### config.mk
export PLATFORM = sky130hd
export DESIGN_NAME = atutm_timer
export DESIGN_NICKNAME = d
export VERILOG_FILES = /design/src/verilog/atutm_pkg.sv /design/src/verilog/atutm_tick_if.sv /design/src/verilog/atutm_timer.sv /design/src/verilog/atutm_osc_sync.sv
export SDC_FILE = /design/constraint.sdc
export NUM_CORES = 1
export LEC_CHECK = 0
export BUFFER_PORTS_ARGS = -buffer_cell sky130_fd_sc_hd__buf_2
export CORE_MARGIN = 1.5
export CORE_UTILIZATION = 60
export DETAILED_ROUTE_END_ITERATION = 10
export PLACE_DENSITY = 0.86
export SLEW_MARGIN = 20
export SYNTH_ARGS = -nofsm -noshare
export SYNTH_HDL_FRONTEND = slang
export SYNTH_SLANG_ARGS = --single-unit
### constraint.sdc
create_clock -name CLK -period 2.49 [get_ports CLK]
set_clock_uncertainty 0.05 [all_clocks]
set_input_delay 0.3735 -clock CLK [delete_from_list [all_inputs] [get_ports CLK]]
set_output_delay 0.3735 -clock CLK [all_outputs]
set_load 0.01 [all_outputs]
### src/verilog/atutm_pkg.sv
// constants and types shared by the asynchronous timer block
package atutm_pkg;
    localparam int DATA_W = 8;
    localparam int ADDR_W = 7;
    localparam int IDX_W = 6;
    localparam int PRESC_W = 10;
    localparam int CS_W = 3;

    // data-space view sits this far above the io-space view
    localparam logic [ADDR_W-1:0] DATA_SPACE_OFS = 7'h20;
    localparam logic [ADDR_W-1:0] DATA_SPACE_END = 7'h60;
    localparam logic [ADDR_W-1:0] IO_SPACE_END = 7'h40;

    localparam logic [IDX_W-1:0] OFS_SPECIAL_FUNC = 6'h30;
    localparam logic [IDX_W-1:0] OFS_IRQ_FLAGS = 6'h38;
    localparam logic [IDX_W-1:0] OFS_IRQ_MASK = 6'h39;
    localparam logic [IDX_W-1:0] OFS_ASYNC_STATUS = 6'h22;
    localparam logic [IDX_W-1:0] OFS_TIMER_CONTROL = 6'h25;
    localparam logic [IDX_W-1:0] OFS_TIMER_COUNT = 6'h26;
    localparam logic [IDX_W-1:0] OFS_TIMER_COMPARE = 6'h27;

    localparam int BIT_COMPARE_IE = 7;
    localparam int BIT_OVERFLOW_IE = 6;
    localparam int BIT_COMPARE_FLAG = 7;
    localparam int BIT_OVERFLOW_FLAG = 6;
    localparam int BIT_PRESC_RESET = 1;
    localparam int BIT_ASYNC_SEL = 3;
    localparam int BIT_COUNT_BUSY = 2;
    localparam int BIT_COMPARE_BUSY = 1;
    localparam int BIT_CTRL_BUSY = 0;
    localparam int BIT_WGM_LOW = 6;
    localparam int BIT_WGM_HIGH = 3;
    localparam int CS_LSB = 0;

    localparam logic [DATA_W-1:0] RST_REG = 8'h00;
    localparam logic [DATA_W-1:0] COUNT_BOTTOM = 8'h00;
    localparam logic [DATA_W-1:0] COUNT_MAX = 8'hFF;
    localparam logic [DATA_W-1:0] COUNT_STEP = 8'h01;
    localparam logic [PRESC_W-1:0] PRESC_STEP = 10'h001;
    localparam logic [PRESC_W-1:0] PRESC_CLEAR = 10'h000;
    localparam logic [CS_W-1:0] CS_STOPPED = 3'h0;

    // prescaler taps for clock select 0..7: stop, 1, 8, 32, 64, 128, 256, 1024
    localparam logic [PRESC_W-1:0] PRESC_MASK [0:7] = '{
        10'h000, 10'h000, 10'h007, 10'h01F,
        10'h03F, 10'h07F, 10'h0FF, 10'h3FF
    };

    typedef enum logic [1:0] {
        MODE_NORMAL,
        MODE_PHASE_PWM,
        MODE_CTC,
        MODE_FAST_PWM
    } atutm_mode_t;
endpackage

### src/verilog/atutm_tick_if.sv
// carries the synchronised oscillator tick between the timer modules
`timescale 1ns/1ns
`default_nettype none
interface atutm_tick_if;
    logic tick;
    modport drv (output tick);
    modport use_side (input tick);
endinterface
`default_nettype wire

### src/verilog/atutm_timer.sv
// asynchronous 8-bit timer: update-busy handshake, flags, masks, prescaler
`timescale 1ns/1ns
`default_nettype none

// Notes on behaviour
// - control write in async mode sets busy
// - counter read returns live count
// - compare/control read returns temporary copy
// - compare irq = enable, global, flag
// - overflow irq = enable, global, flag
// - counter equals compare sets compare flag
// - vector or write-one clears compare flag
// - overflow sets overflow flag
// - vector or write-one clears overflow flag
// - phase pwm overflow flag at reversal at bottom
// - prescaler reset bit self-clears
// - prescaler reset reads zero when synchronous
// - async prescaler reset reads one until done
// - io offsets, data space adds 0x20
// - select bit picks io or oscillator clock
// - count/compare write in async sets busy
module atutm_timer (
    input wire logic CLK,
    input wire logic RST,
    input wire logic [atutm_pkg::ADDR_W-1:0] IO_ADDR,
    input wire logic IO_DATA_SPACE,
    input wire logic IO_WE,
    input wire logic IO_RE,
    input wire logic [atutm_pkg::DATA_W-1:0] IO_WDATA,
    output logic [atutm_pkg::DATA_W-1:0] IO_RDATA,
    input wire logic TOSC_PIN,
    input wire logic GLOBAL_IRQ_EN,
    input wire logic COMPARE_VECTOR_DONE,
    input wire logic OVERFLOW_VECTOR_DONE,
    output logic COMPARE_IRQ,
    output logic OVERFLOW_IRQ
);
    import atutm_pkg::*;

    typedef struct packed {
        logic [DATA_W-1:0] count;
        logic [DATA_W-1:0] count_tmp;
        logic [DATA_W-1:0] compare;
        logic [DATA_W-1:0] compare_tmp;
        logic [DATA_W-1:0] control;
        logic [DATA_W-1:0] control_tmp;
        logic count_busy;
        logic compare_busy;
        logic control_busy;
        logic async_sel;
        logic compare_flag;
        logic overflow_flag;
        logic compare_ie;
        logic overflow_ie;
        logic presc_pending;
        logic count_down;
        logic match_block;
        logic [PRESC_W-1:0] presc;
        logic [DATA_W-1:0] rdata;
    } atutm_state_t;

    atutm_state_t s;
    atutm_state_t next_s;

    atutm_tick_if osc_tick ();

    atutm_osc_sync u_osc_sync (
        .clk(CLK),
        .rst(RST),
        .osc_pin(TOSC_PIN),
        .tk(osc_tick)
    );

    // io index of an access, with a valid bit on top
    function automatic logic [IDX_W:0] reg_index(
        input logic [ADDR_W-1:0] addr,
        input logic dspace
    );
        logic [ADDR_W-1:0] shifted;
        shifted = addr - DATA_SPACE_OFS;
        if (dspace) begin
            reg_index = {(addr >= DATA_SPACE_OFS) && (addr < DATA_SPACE_END),
                         shifted[IDX_W-1:0]};
        end else begin
            reg_index = {addr < IO_SPACE_END, addr[IDX_W-1:0]};
        end
    endfunction

    function automatic atutm_mode_t mode_of(input logic [DATA_W-1:0] ctl);
        unique case ({ctl[BIT_WGM_HIGH], ctl[BIT_WGM_LOW]})
            2'b00: mode_of = MODE_NORMAL;
            2'b01: mode_of = MODE_PHASE_PWM;
            2'b10: mode_of = MODE_CTC;
            2'b11: mode_of = MODE_FAST_PWM;
        endcase
    endfunction

    function automatic logic [CS_W-1:0] clock_sel(
        input logic [DATA_W-1:0] ctl
    );
        clock_sel = ctl[CS_LSB +: CS_W];
    endfunction

    logic [IDX_W:0] acc;
    logic acc_ok;
    logic wr;
    logic src_tick;
    logic timer_tick;
    logic xfer_tick;
    logic match;
    logic [CS_W-1:0] cs;
    logic [PRESC_W-1:0] tap;
    atutm_mode_t mode;
    logic set_ocf;
    logic set_tov;
    logic clr_ocf;
    logic clr_tov;
    logic [DATA_W-1:0] rd;

    always_comb begin
        next_s = s;
        acc = reg_index(IO_ADDR, IO_DATA_SPACE);
        acc_ok = acc[IDX_W];
        wr = IO_WE && acc_ok;
        cs = clock_sel(s.control);
        mode = mode_of(s.control);
        tap = PRESC_MASK[cs];
        set_ocf = 1'b0;
        set_tov = 1'b0;
        clr_ocf = COMPARE_VECTOR_DONE;
        clr_tov = OVERFLOW_VECTOR_DONE;
        rd = RST_REG;

        // timer domain: oscillator edges or every io clock
        src_tick = s.async_sel ? osc_tick.tick : 1'b1;
        xfer_tick = s.async_sel && osc_tick.tick;
        timer_tick = src_tick && (cs != CS_STOPPED)
                     && ((s.presc & tap) == tap);
        match = (s.count == s.compare) && !s.match_block;

        if (src_tick) begin
            next_s.presc = s.presc + PRESC_STEP;
        end

        if (timer_tick) begin
            next_s.match_block = 1'b0;
            if (match) begin
                set_ocf = 1'b1;
            end
            unique case (mode)
                MODE_NORMAL, MODE_FAST_PWM: begin
                    next_s.count = s.count + COUNT_STEP;
                    if (s.count == COUNT_MAX) begin
                        set_tov = 1'b1;
                    end
                end
                MODE_CTC: begin
                    if (match) begin
                        next_s.count = COUNT_BOTTOM;
                    end else begin
                        next_s.count = s.count + COUNT_STEP;
                    end
                    if (s.count == COUNT_MAX) begin
                        set_tov = 1'b1;
                    end
                end
                MODE_PHASE_PWM: begin
                    if (s.count_down && s.count == COUNT_BOTTOM) begin
                        // turn upward at bottom, overflow here only
                        next_s.count_down = 1'b0;
                        next_s.count = s.count + COUNT_STEP;
                        set_tov = 1'b1;
                    end else if (!s.count_down && s.count == COUNT_MAX) begin
                        next_s.count_down = 1'b1;
                        next_s.count = s.count - COUNT_STEP;
                    end else if (s.count_down) begin
                        next_s.count = s.count - COUNT_STEP;
                    end else begin
                        next_s.count = s.count + COUNT_STEP;
                    end
                end
            endcase
        end

        // temporary storage lands on the oscillator edge
        if (xfer_tick) begin
            if (s.count_busy) begin
                next_s.count = s.count_tmp;
                next_s.match_block = 1'b1;
                next_s.count_busy = 1'b0;
            end
            if (s.compare_busy) begin
                next_s.compare = s.compare_tmp;
                next_s.compare_busy = 1'b0;
            end
            if (s.control_busy) begin
                next_s.control = s.control_tmp;
                next_s.control_busy = 1'b0;
            end
            if (s.presc_pending) begin
                next_s.presc = PRESC_CLEAR;
                next_s.presc_pending = 1'b0;
            end
        end

        // cpu writes; a write here overrides count and transfer
        // busy is not checked: writing while busy is the caller's risk
        if (wr) begin
            unique case (acc[IDX_W-1:0])
                OFS_TIMER_COUNT: begin
                    if (s.async_sel) begin
                        next_s.count_tmp = IO_WDATA;
                        next_s.count_busy = 1'b1;
                    end else begin
                        next_s.count = IO_WDATA;
                        next_s.count_tmp = IO_WDATA;
                        next_s.match_block = 1'b1;
                    end
                end
                OFS_TIMER_COMPARE: begin
                    next_s.compare_tmp = IO_WDATA;
                    if (s.async_sel) begin
                        next_s.compare_busy = 1'b1;
                    end else begin
                        next_s.compare = IO_WDATA;
                    end
                end
                OFS_TIMER_CONTROL: begin
                    next_s.control_tmp = IO_WDATA;
                    if (s.async_sel) begin
                        next_s.control_busy = 1'b1;
                    end else begin
                        next_s.control = IO_WDATA;
                    end
                end
                OFS_ASYNC_STATUS: begin
                    // switching source may corrupt timer contents
                    next_s.async_sel = IO_WDATA[BIT_ASYNC_SEL];
                end
                OFS_IRQ_MASK: begin
                    next_s.compare_ie = IO_WDATA[BIT_COMPARE_IE];
                    next_s.overflow_ie = IO_WDATA[BIT_OVERFLOW_IE];
                end
                OFS_IRQ_FLAGS: begin
                    // write one clears, zero leaves
                    clr_ocf = clr_ocf || IO_WDATA[BIT_COMPARE_FLAG];
                    clr_tov = clr_tov || IO_WDATA[BIT_OVERFLOW_FLAG];
                end
                OFS_SPECIAL_FUNC: begin
                    if (IO_WDATA[BIT_PRESC_RESET]) begin
                        if (s.async_sel) begin
                            next_s.presc_pending = 1'b1;
                        end else begin
                            next_s.presc = PRESC_CLEAR;
                        end
                    end
                end
                default: begin
                end
            endcase
        end

        // a hardware set in the clearing cycle wins
        if (clr_ocf) begin
            next_s.compare_flag = 1'b0;
        end
        if (set_ocf) begin
            next_s.compare_flag = 1'b1;
        end
        if (clr_tov) begin
            next_s.overflow_flag = 1'b0;
        end
        if (set_tov) begin
            next_s.overflow_flag = 1'b1;
        end

        // read path, bits of other timers read zero
        if (acc_ok) begin
            unique case (acc[IDX_W-1:0])
                OFS_TIMER_COUNT: begin
                    rd = s.count;
                end
                OFS_TIMER_COMPARE: begin
                    rd = s.compare_tmp;
                end
                OFS_TIMER_CONTROL: begin
                    rd = s.control_tmp;
                end
                OFS_ASYNC_STATUS: begin
                    rd[BIT_ASYNC_SEL] = s.async_sel;
                    rd[BIT_COUNT_BUSY] = s.count_busy;
                    rd[BIT_COMPARE_BUSY] = s.compare_busy;
                    rd[BIT_CTRL_BUSY] = s.control_busy;
                end
                OFS_IRQ_MASK: begin
                    rd[BIT_COMPARE_IE] = s.compare_ie;
                    rd[BIT_OVERFLOW_IE] = s.overflow_ie;
                end
                OFS_IRQ_FLAGS: begin
                    rd[BIT_COMPARE_FLAG] = s.compare_flag;
                    rd[BIT_OVERFLOW_FLAG] = s.overflow_flag;
                end
                OFS_SPECIAL_FUNC: begin
                    // zero when clocked from the io clock
                    rd[BIT_PRESC_RESET] = s.async_sel && s.presc_pending;
                end
                default: begin
                    rd = RST_REG;
                end
            endcase
        end
        if (IO_RE) begin
            next_s.rdata = rd;
        end
    end

    always_ff @(posedge CLK) begin
        if (RST) begin
            s <= '{
                count: RST_REG,
                count_tmp: RST_REG,
                compare: RST_REG,
                compare_tmp: RST_REG,
                control: RST_REG,
                control_tmp: RST_REG,
                count_busy: 1'b0,
                compare_busy: 1'b0,
                control_busy: 1'b0,
                async_sel: 1'b0,
                compare_flag: 1'b0,
                overflow_flag: 1'b0,
                compare_ie: 1'b0,
                overflow_ie: 1'b0,
                presc_pending: 1'b0,
                count_down: 1'b0,
                match_block: 1'b0,
                presc: PRESC_CLEAR,
                rdata: RST_REG
            };
        end else begin
            s <= next_s;
        end
    end

    assign IO_RDATA = s.rdata;
    assign COMPARE_IRQ = s.compare_ie && GLOBAL_IRQ_EN
                         && s.compare_flag;
    assign OVERFLOW_IRQ = s.overflow_ie && GLOBAL_IRQ_EN
                          && s.overflow_flag;
endmodule // atutm_timer
`default_nettype wire

### src/verilog/atutm_osc_sync.sv
// oscillator pin synchroniser and rising edge tick
`timescale 1ns/1ns
`default_nettype none
module atutm_osc_sync (
    input wire logic clk,
    input wire logic rst,
    input wire logic osc_pin,
    atutm_tick_if.drv tk
);
    import atutm_pkg::*;

    typedef struct packed {
        logic meta;
        logic stable;
        logic prev;
    } atutm_sync_t;

    atutm_sync_t s;
    atutm_sync_t next_s;

    always_comb begin
        next_s = s;
        next_s.meta = osc_pin;
        next_s.stable = s.meta;
        next_s.prev = s.stable;
    end

    always_ff @(posedge clk) begin
        if (rst) begin
            s <= '0;
        end else begin
            s <= next_s;
        end
    end

    // one-cycle pulse per oscillator rising edge
    assign tk.tick = s.stable & ~s.prev;
endmodule // atutm_osc_sync
`default_nettype wire

==> parameters.txt <==
Parameter                              Value

Pwr
  Part of the power in registers ... 0.491
  Power dissipated by switching net loads ... 0.6375 mW
  Internal power consumption ... 1.938 mW
  Switching part of the total power ... 0.2475
  Power per unit of standard cell area ... 531.6 nW/µm²
  Maximum ir drop on the vdd rail ... 0.4409 mV
  Leak ... 1.907 nW
  Proportion of power drawn by the clock network ... 0.410
  Combinational power share ... 0.099

Final layout
  Final net count ... 596
  Fraction of layout instances using a drive strength above 1 ... 0.1769
  Area of all placed cells without fillers ... 4845 µm²
  Inserted Diodes ... 0
  Area added between synthesis and finish ... 11.52%
  Storage cell area ... 1544 µm²
  Number of inserted filler cells in the final layout ... 538
  Area occupied by multi-input gates ... 2535 µm²

STA
  F_max ... 0.4282 GHz
  Hold violation count in the final report ... 0
  Final critical delay including setup and external delays ... 2336 ps
  Setup repair after global routing missed its margin ... no
  Max-slew headroom ... 0.5490
  Actual transition at the worst max-transition pin ... 676.3 ps
  Tcrit/Tclk final ... 0.9380
  Final total negative setup slack ... 0 ps
  Final Max Slew Viols ... 0
  Final setup fails ... 0

Routing
  Average wire length per cell after detail routing ... 16.88 µm
  Post-detailed-route via-to-cell ratio ... 6.193
  Detailed-router iteration count before antenna repair ... 7
  Antenna-violating nets left ... 0
  DRC violation count after routing ... 0
  DR iter-0 viols ... 386
  Number of vias in the routed layout ... 4,131
  Total wire length after detailed routing ... 11,260 µm

Logic synthesis
  EDFF count, synth ... 0
  Post-synth ARST share ... 0
  Sequential fraction of the synthesis area ... 0.3548
  Main synth FF type ... sky130_fd_sc_hd__dfxtp_1
  Syn Nets ... 564
  Cell area after synthesis ... 4344 µm²
  Cell count after synthesis ... 534
  Library cells used by synthesis ... 64
  Yosys warns ... 0
  Average size of a mapped cell ... 8.135 µm²
  Count of state elements after synthesis ... 77

Placed design
  Weighted congestion at the end of routability-driven global placement ... 0.9296
  Placed cell area ... 4606 µm²
  DP HPWL ... 8341 µm
  Number of buffers added on ports ... 33

Worst setup path
  Reg2Reg Launch Point ... s[70]
  Startpoint Class ... flop
  Endpoint required time on the critical path ... 2700 ps
  Master of the slowest instance on the critical path ... sky130_fd_sc_hd__dfxtp_2
  Max stage delay on crit path ... 390 ps
  Setup slack, reg-to-reg ... 150 ps
  Start-to-end type of the worst setup path ... reg -> reg
  Data arrival time of the critical path ... 2540 ps
  Sequence of cells on the critical path ... ha_2 > and4_4 > a41oi_4 > or3_1 > o21ai_1 > a21oi_1 > a311o_1 > a311oi_2
  Worst-case reg-to-reg path depth ... 8
  Top fanout value on the critical path ... 6
  Type of destination of the critical path ... flop
  Worst reg2reg path endpoint ... s[75]

Clock tree
  Inserted Clock Buffers ... 9
  Worst-Skew Late Latency ... 350 ps
  Clock tree from TritonCTS ... done
  Cts-stage hold buffer count ... 0
  Root Driver ... sky130_fd_sc_hd__clkbuf_8
  CTS H-Tree Depth ... 3
  Clock Tree Buf Depth ... 2
  Setup Fix Bufs, Post-CTS ... 0
  Clock transition at path regs ... 80 ps
  TritonCTS sink count ... 77

Worst hold path
  Hold/Removal Path Class ... in -> reg
  Endpoint, Worst Hold ... u_osc_sync.next_s[1]
  Hold Path Cell Cnt ... 2
  Beginning of the worst hold path ... TOSC_PIN

GRT
  Largest net degree at the start of global routing ... 28
  Number of global-route vias before repair ... 3,927
  Initial antenna violation count ... 0
  Grt ovf ... 0
  Gr usage total ... 0.3098
  First-pass GRT wire length ... 18,590 µm

Die
  Placeable core region ... 6907 µm²
  Number of cell rows ... 30
  Width of the chip ... 88.09 µm
  Initial core utilization ... 0.6290
  Boundary Pins ... 34
  Die extent in y ... 88.09 µm
  Full die area ... 7760 µm²

Run status
  Status ... finished, final reports clean

Flow run
  Maximum capacitance violations ... 0
worst max-delay path, delay by kind of cell (launching register included):
family | cells | cell delay (ps)
simple gates | 2 | 630
fa+ha+maj | 1 | 220
compound gates | 5 | 960
flops | 1 | 390
worst max path at each step:
stage	slack [ps]	to	start	depth (start not counted)
global placement	170	s[75]	s[70]	8
CTS	80	s[75]	s[70]	8
floorplan	190	s[75]	s[70]	9
global route	10	s[75]	s[40]	8
finish	150	s[75]	s[70]	8
detailed placement	110	s[75]	s[70]	8
cells by family (layout without fill, tap and decap cells):
group,after synthesis,in the layout,share of synthesized area
compound gates,120,120,0.2008
xor+xnor,21,21,0.04234
fa+ha+maj,6,6,0.01728
buf+inv,51,88,0.06423
flops,77,77,0.3548
mux,32,32,0.07517
simple gates,227,227,0.2454
timing repair:
| item | CTS | global route |
|---|---|---|
| setup endpoints to repair | 0 | 2 |
| resized for setup | 0 | 5 |
| hold endpoints to repair | 0 | 0 |
per-layer routing:
layer	global-route usage	routed length, µm	vias up
met5	0	0	-
met4	0.1165	185	0
met3	0.04336	674	19
met2	0.5205	5353	191
met1	0.4050	5043	1944
li1	-	-	1977
metrics by stage:
step	utilization	power, mW	worst slack (ps)	hold slack [ps]	instances
finish	0.7014	2.576	154.4	197.3	667
floorplan	-	1.457	193.0	363.8	534
global placement	0.6668	1.534	174.5	367.5	651
detailed placement	0.6668	1.537	114.7	389.8	651
global route	0.7014	2.651	12.25	191.0	667
CTS	0.6995	2.568	82.24	194.4	667
final cells by class:
type / count / share of cell area
inverters: 10 / 0.007748
multi-input cells: 406 / 0.5232
clock inverters: 5 / 0.01730
flip-flops and latches: 77 / 0.3187
well taps: 96 / 0.02479
repair buffers: 62 / 0.07903
clock buffers: 11 / 0.02918
state kept, by name, summed over array words and instances, names as in the netlist:
| register | flops |
|---|---|
| cs | 3 |
| IO_RDATA | 8 |
| u_osc_sync.s | 1 |
| s | 63 |
| u_osc_sync.next_s | 2 |
Yosys cell counts (4+ instances only):
cell,n,area (µm²)
sky130_fd_sc_hd__a22oi_1,10,75.07
sky130_fd_sc_hd__o21ai_1,4,20.02
sky130_fd_sc_hd__or3_1,4,25.02
sky130_fd_sc_hd__and3_1,9,56.30
sky130_fd_sc_hd__inv_1,9,33.78
sky130_fd_sc_hd__mux2i_1,27,270.3
sky130_fd_sc_hd__ha_1,6,75.07
sky130_fd_sc_hd__nand2b_1,6,37.54
sky130_fd_sc_hd__mux2_2,5,56.30
sky130_fd_sc_hd__buf_4,14,105.1
sky130_fd_sc_hd__a21oi_1,27,135.1
sky130_fd_sc_hd__buf_2,6,30.03
sky130_fd_sc_hd__nand2_1,50,187.7
sky130_fd_sc_hd__nor3_1,5,25.02
sky130_fd_sc_hd__nand3_1,34,170.2
sky130_fd_sc_hd__a31oi_1,8,50.05
sky130_fd_sc_hd__a311oi_1,14,122.6
sky130_fd_sc_hd__dfxtp_1,77,1541
sky130_fd_sc_hd__o21ai_0,18,90.09
sky130_fd_sc_hd__nor2b_1,16,100.1
sky130_fd_sc_hd__xor2_1,12,105.1
sky130_fd_sc_hd__xnor2_1,9,78.83
sky130_fd_sc_hd__nand4_1,5,31.28
sky130_fd_sc_hd__clkbuf_1,17,63.81
sky130_fd_sc_hd__nor2_1,84,315.3
placed cells by master (no fill, tap or decap), types with 3 or more instances in the layout:
cell                        n
sky130_fd_sc_hd__xnor2_1    9
sky130_fd_sc_hd__nor2b_1   16
sky130_fd_sc_hd__nor2_1    84
sky130_fd_sc_hd__nand2b_1   5
sky130_fd_sc_hd__a31oi_1    8
sky130_fd_sc_hd__or3_1      4
sky130_fd_sc_hd__dfxtp_1   75
sky130_fd_sc_hd__inv_1      9
sky130_fd_sc_hd__mux2_2     5
sky130_fd_sc_hd__buf_4     29
sky130_fd_sc_hd__o21ai_0   18
sky130_fd_sc_hd__nor3_1     5
sky130_fd_sc_hd__nand4_1    5
sky130_fd_sc_hd__a22oi_1   10
sky130_fd_sc_hd__a41oi_1    3
sky130_fd_sc_hd__a21oi_1   27
sky130_fd_sc_hd__a311oi_1  14
sky130_fd_sc_hd__a21boi_0   3
sky130_fd_sc_hd__nand2_1   50
sky130_fd_sc_hd__o21ai_1    4
sky130_fd_sc_hd__mux2i_1   27
sky130_fd_sc_hd__nand3_1   34
sky130_fd_sc_hd__xor2_1    12
sky130_fd_sc_hd__clkbuf_8  10
sky130_fd_sc_hd__o21a_1     3
sky130_fd_sc_hd__nor4_1     3
sky130_fd_sc_hd__ha_1       5
sky130_fd_sc_hd__buf_2     33
sky130_fd_sc_hd__and3_1     9
power by group through the flow:
stage / clock, mW / combinational [mW] / sequential (mW)
6_report: 1.06 / 0.255 / 1.26
5_1_grt: 1.11 / 0.275 / 1.27
4_1_cts: 1.06 / 0.248 / 1.26
3_5_place_dp: 0 / 0.245 / 1.29
3_3_place_gp: 0 / 0.243 / 1.29
2_1_floorplan: 0 / 0.173 / 1.28
No activity file was read; power rests on OpenSTA's default activity.
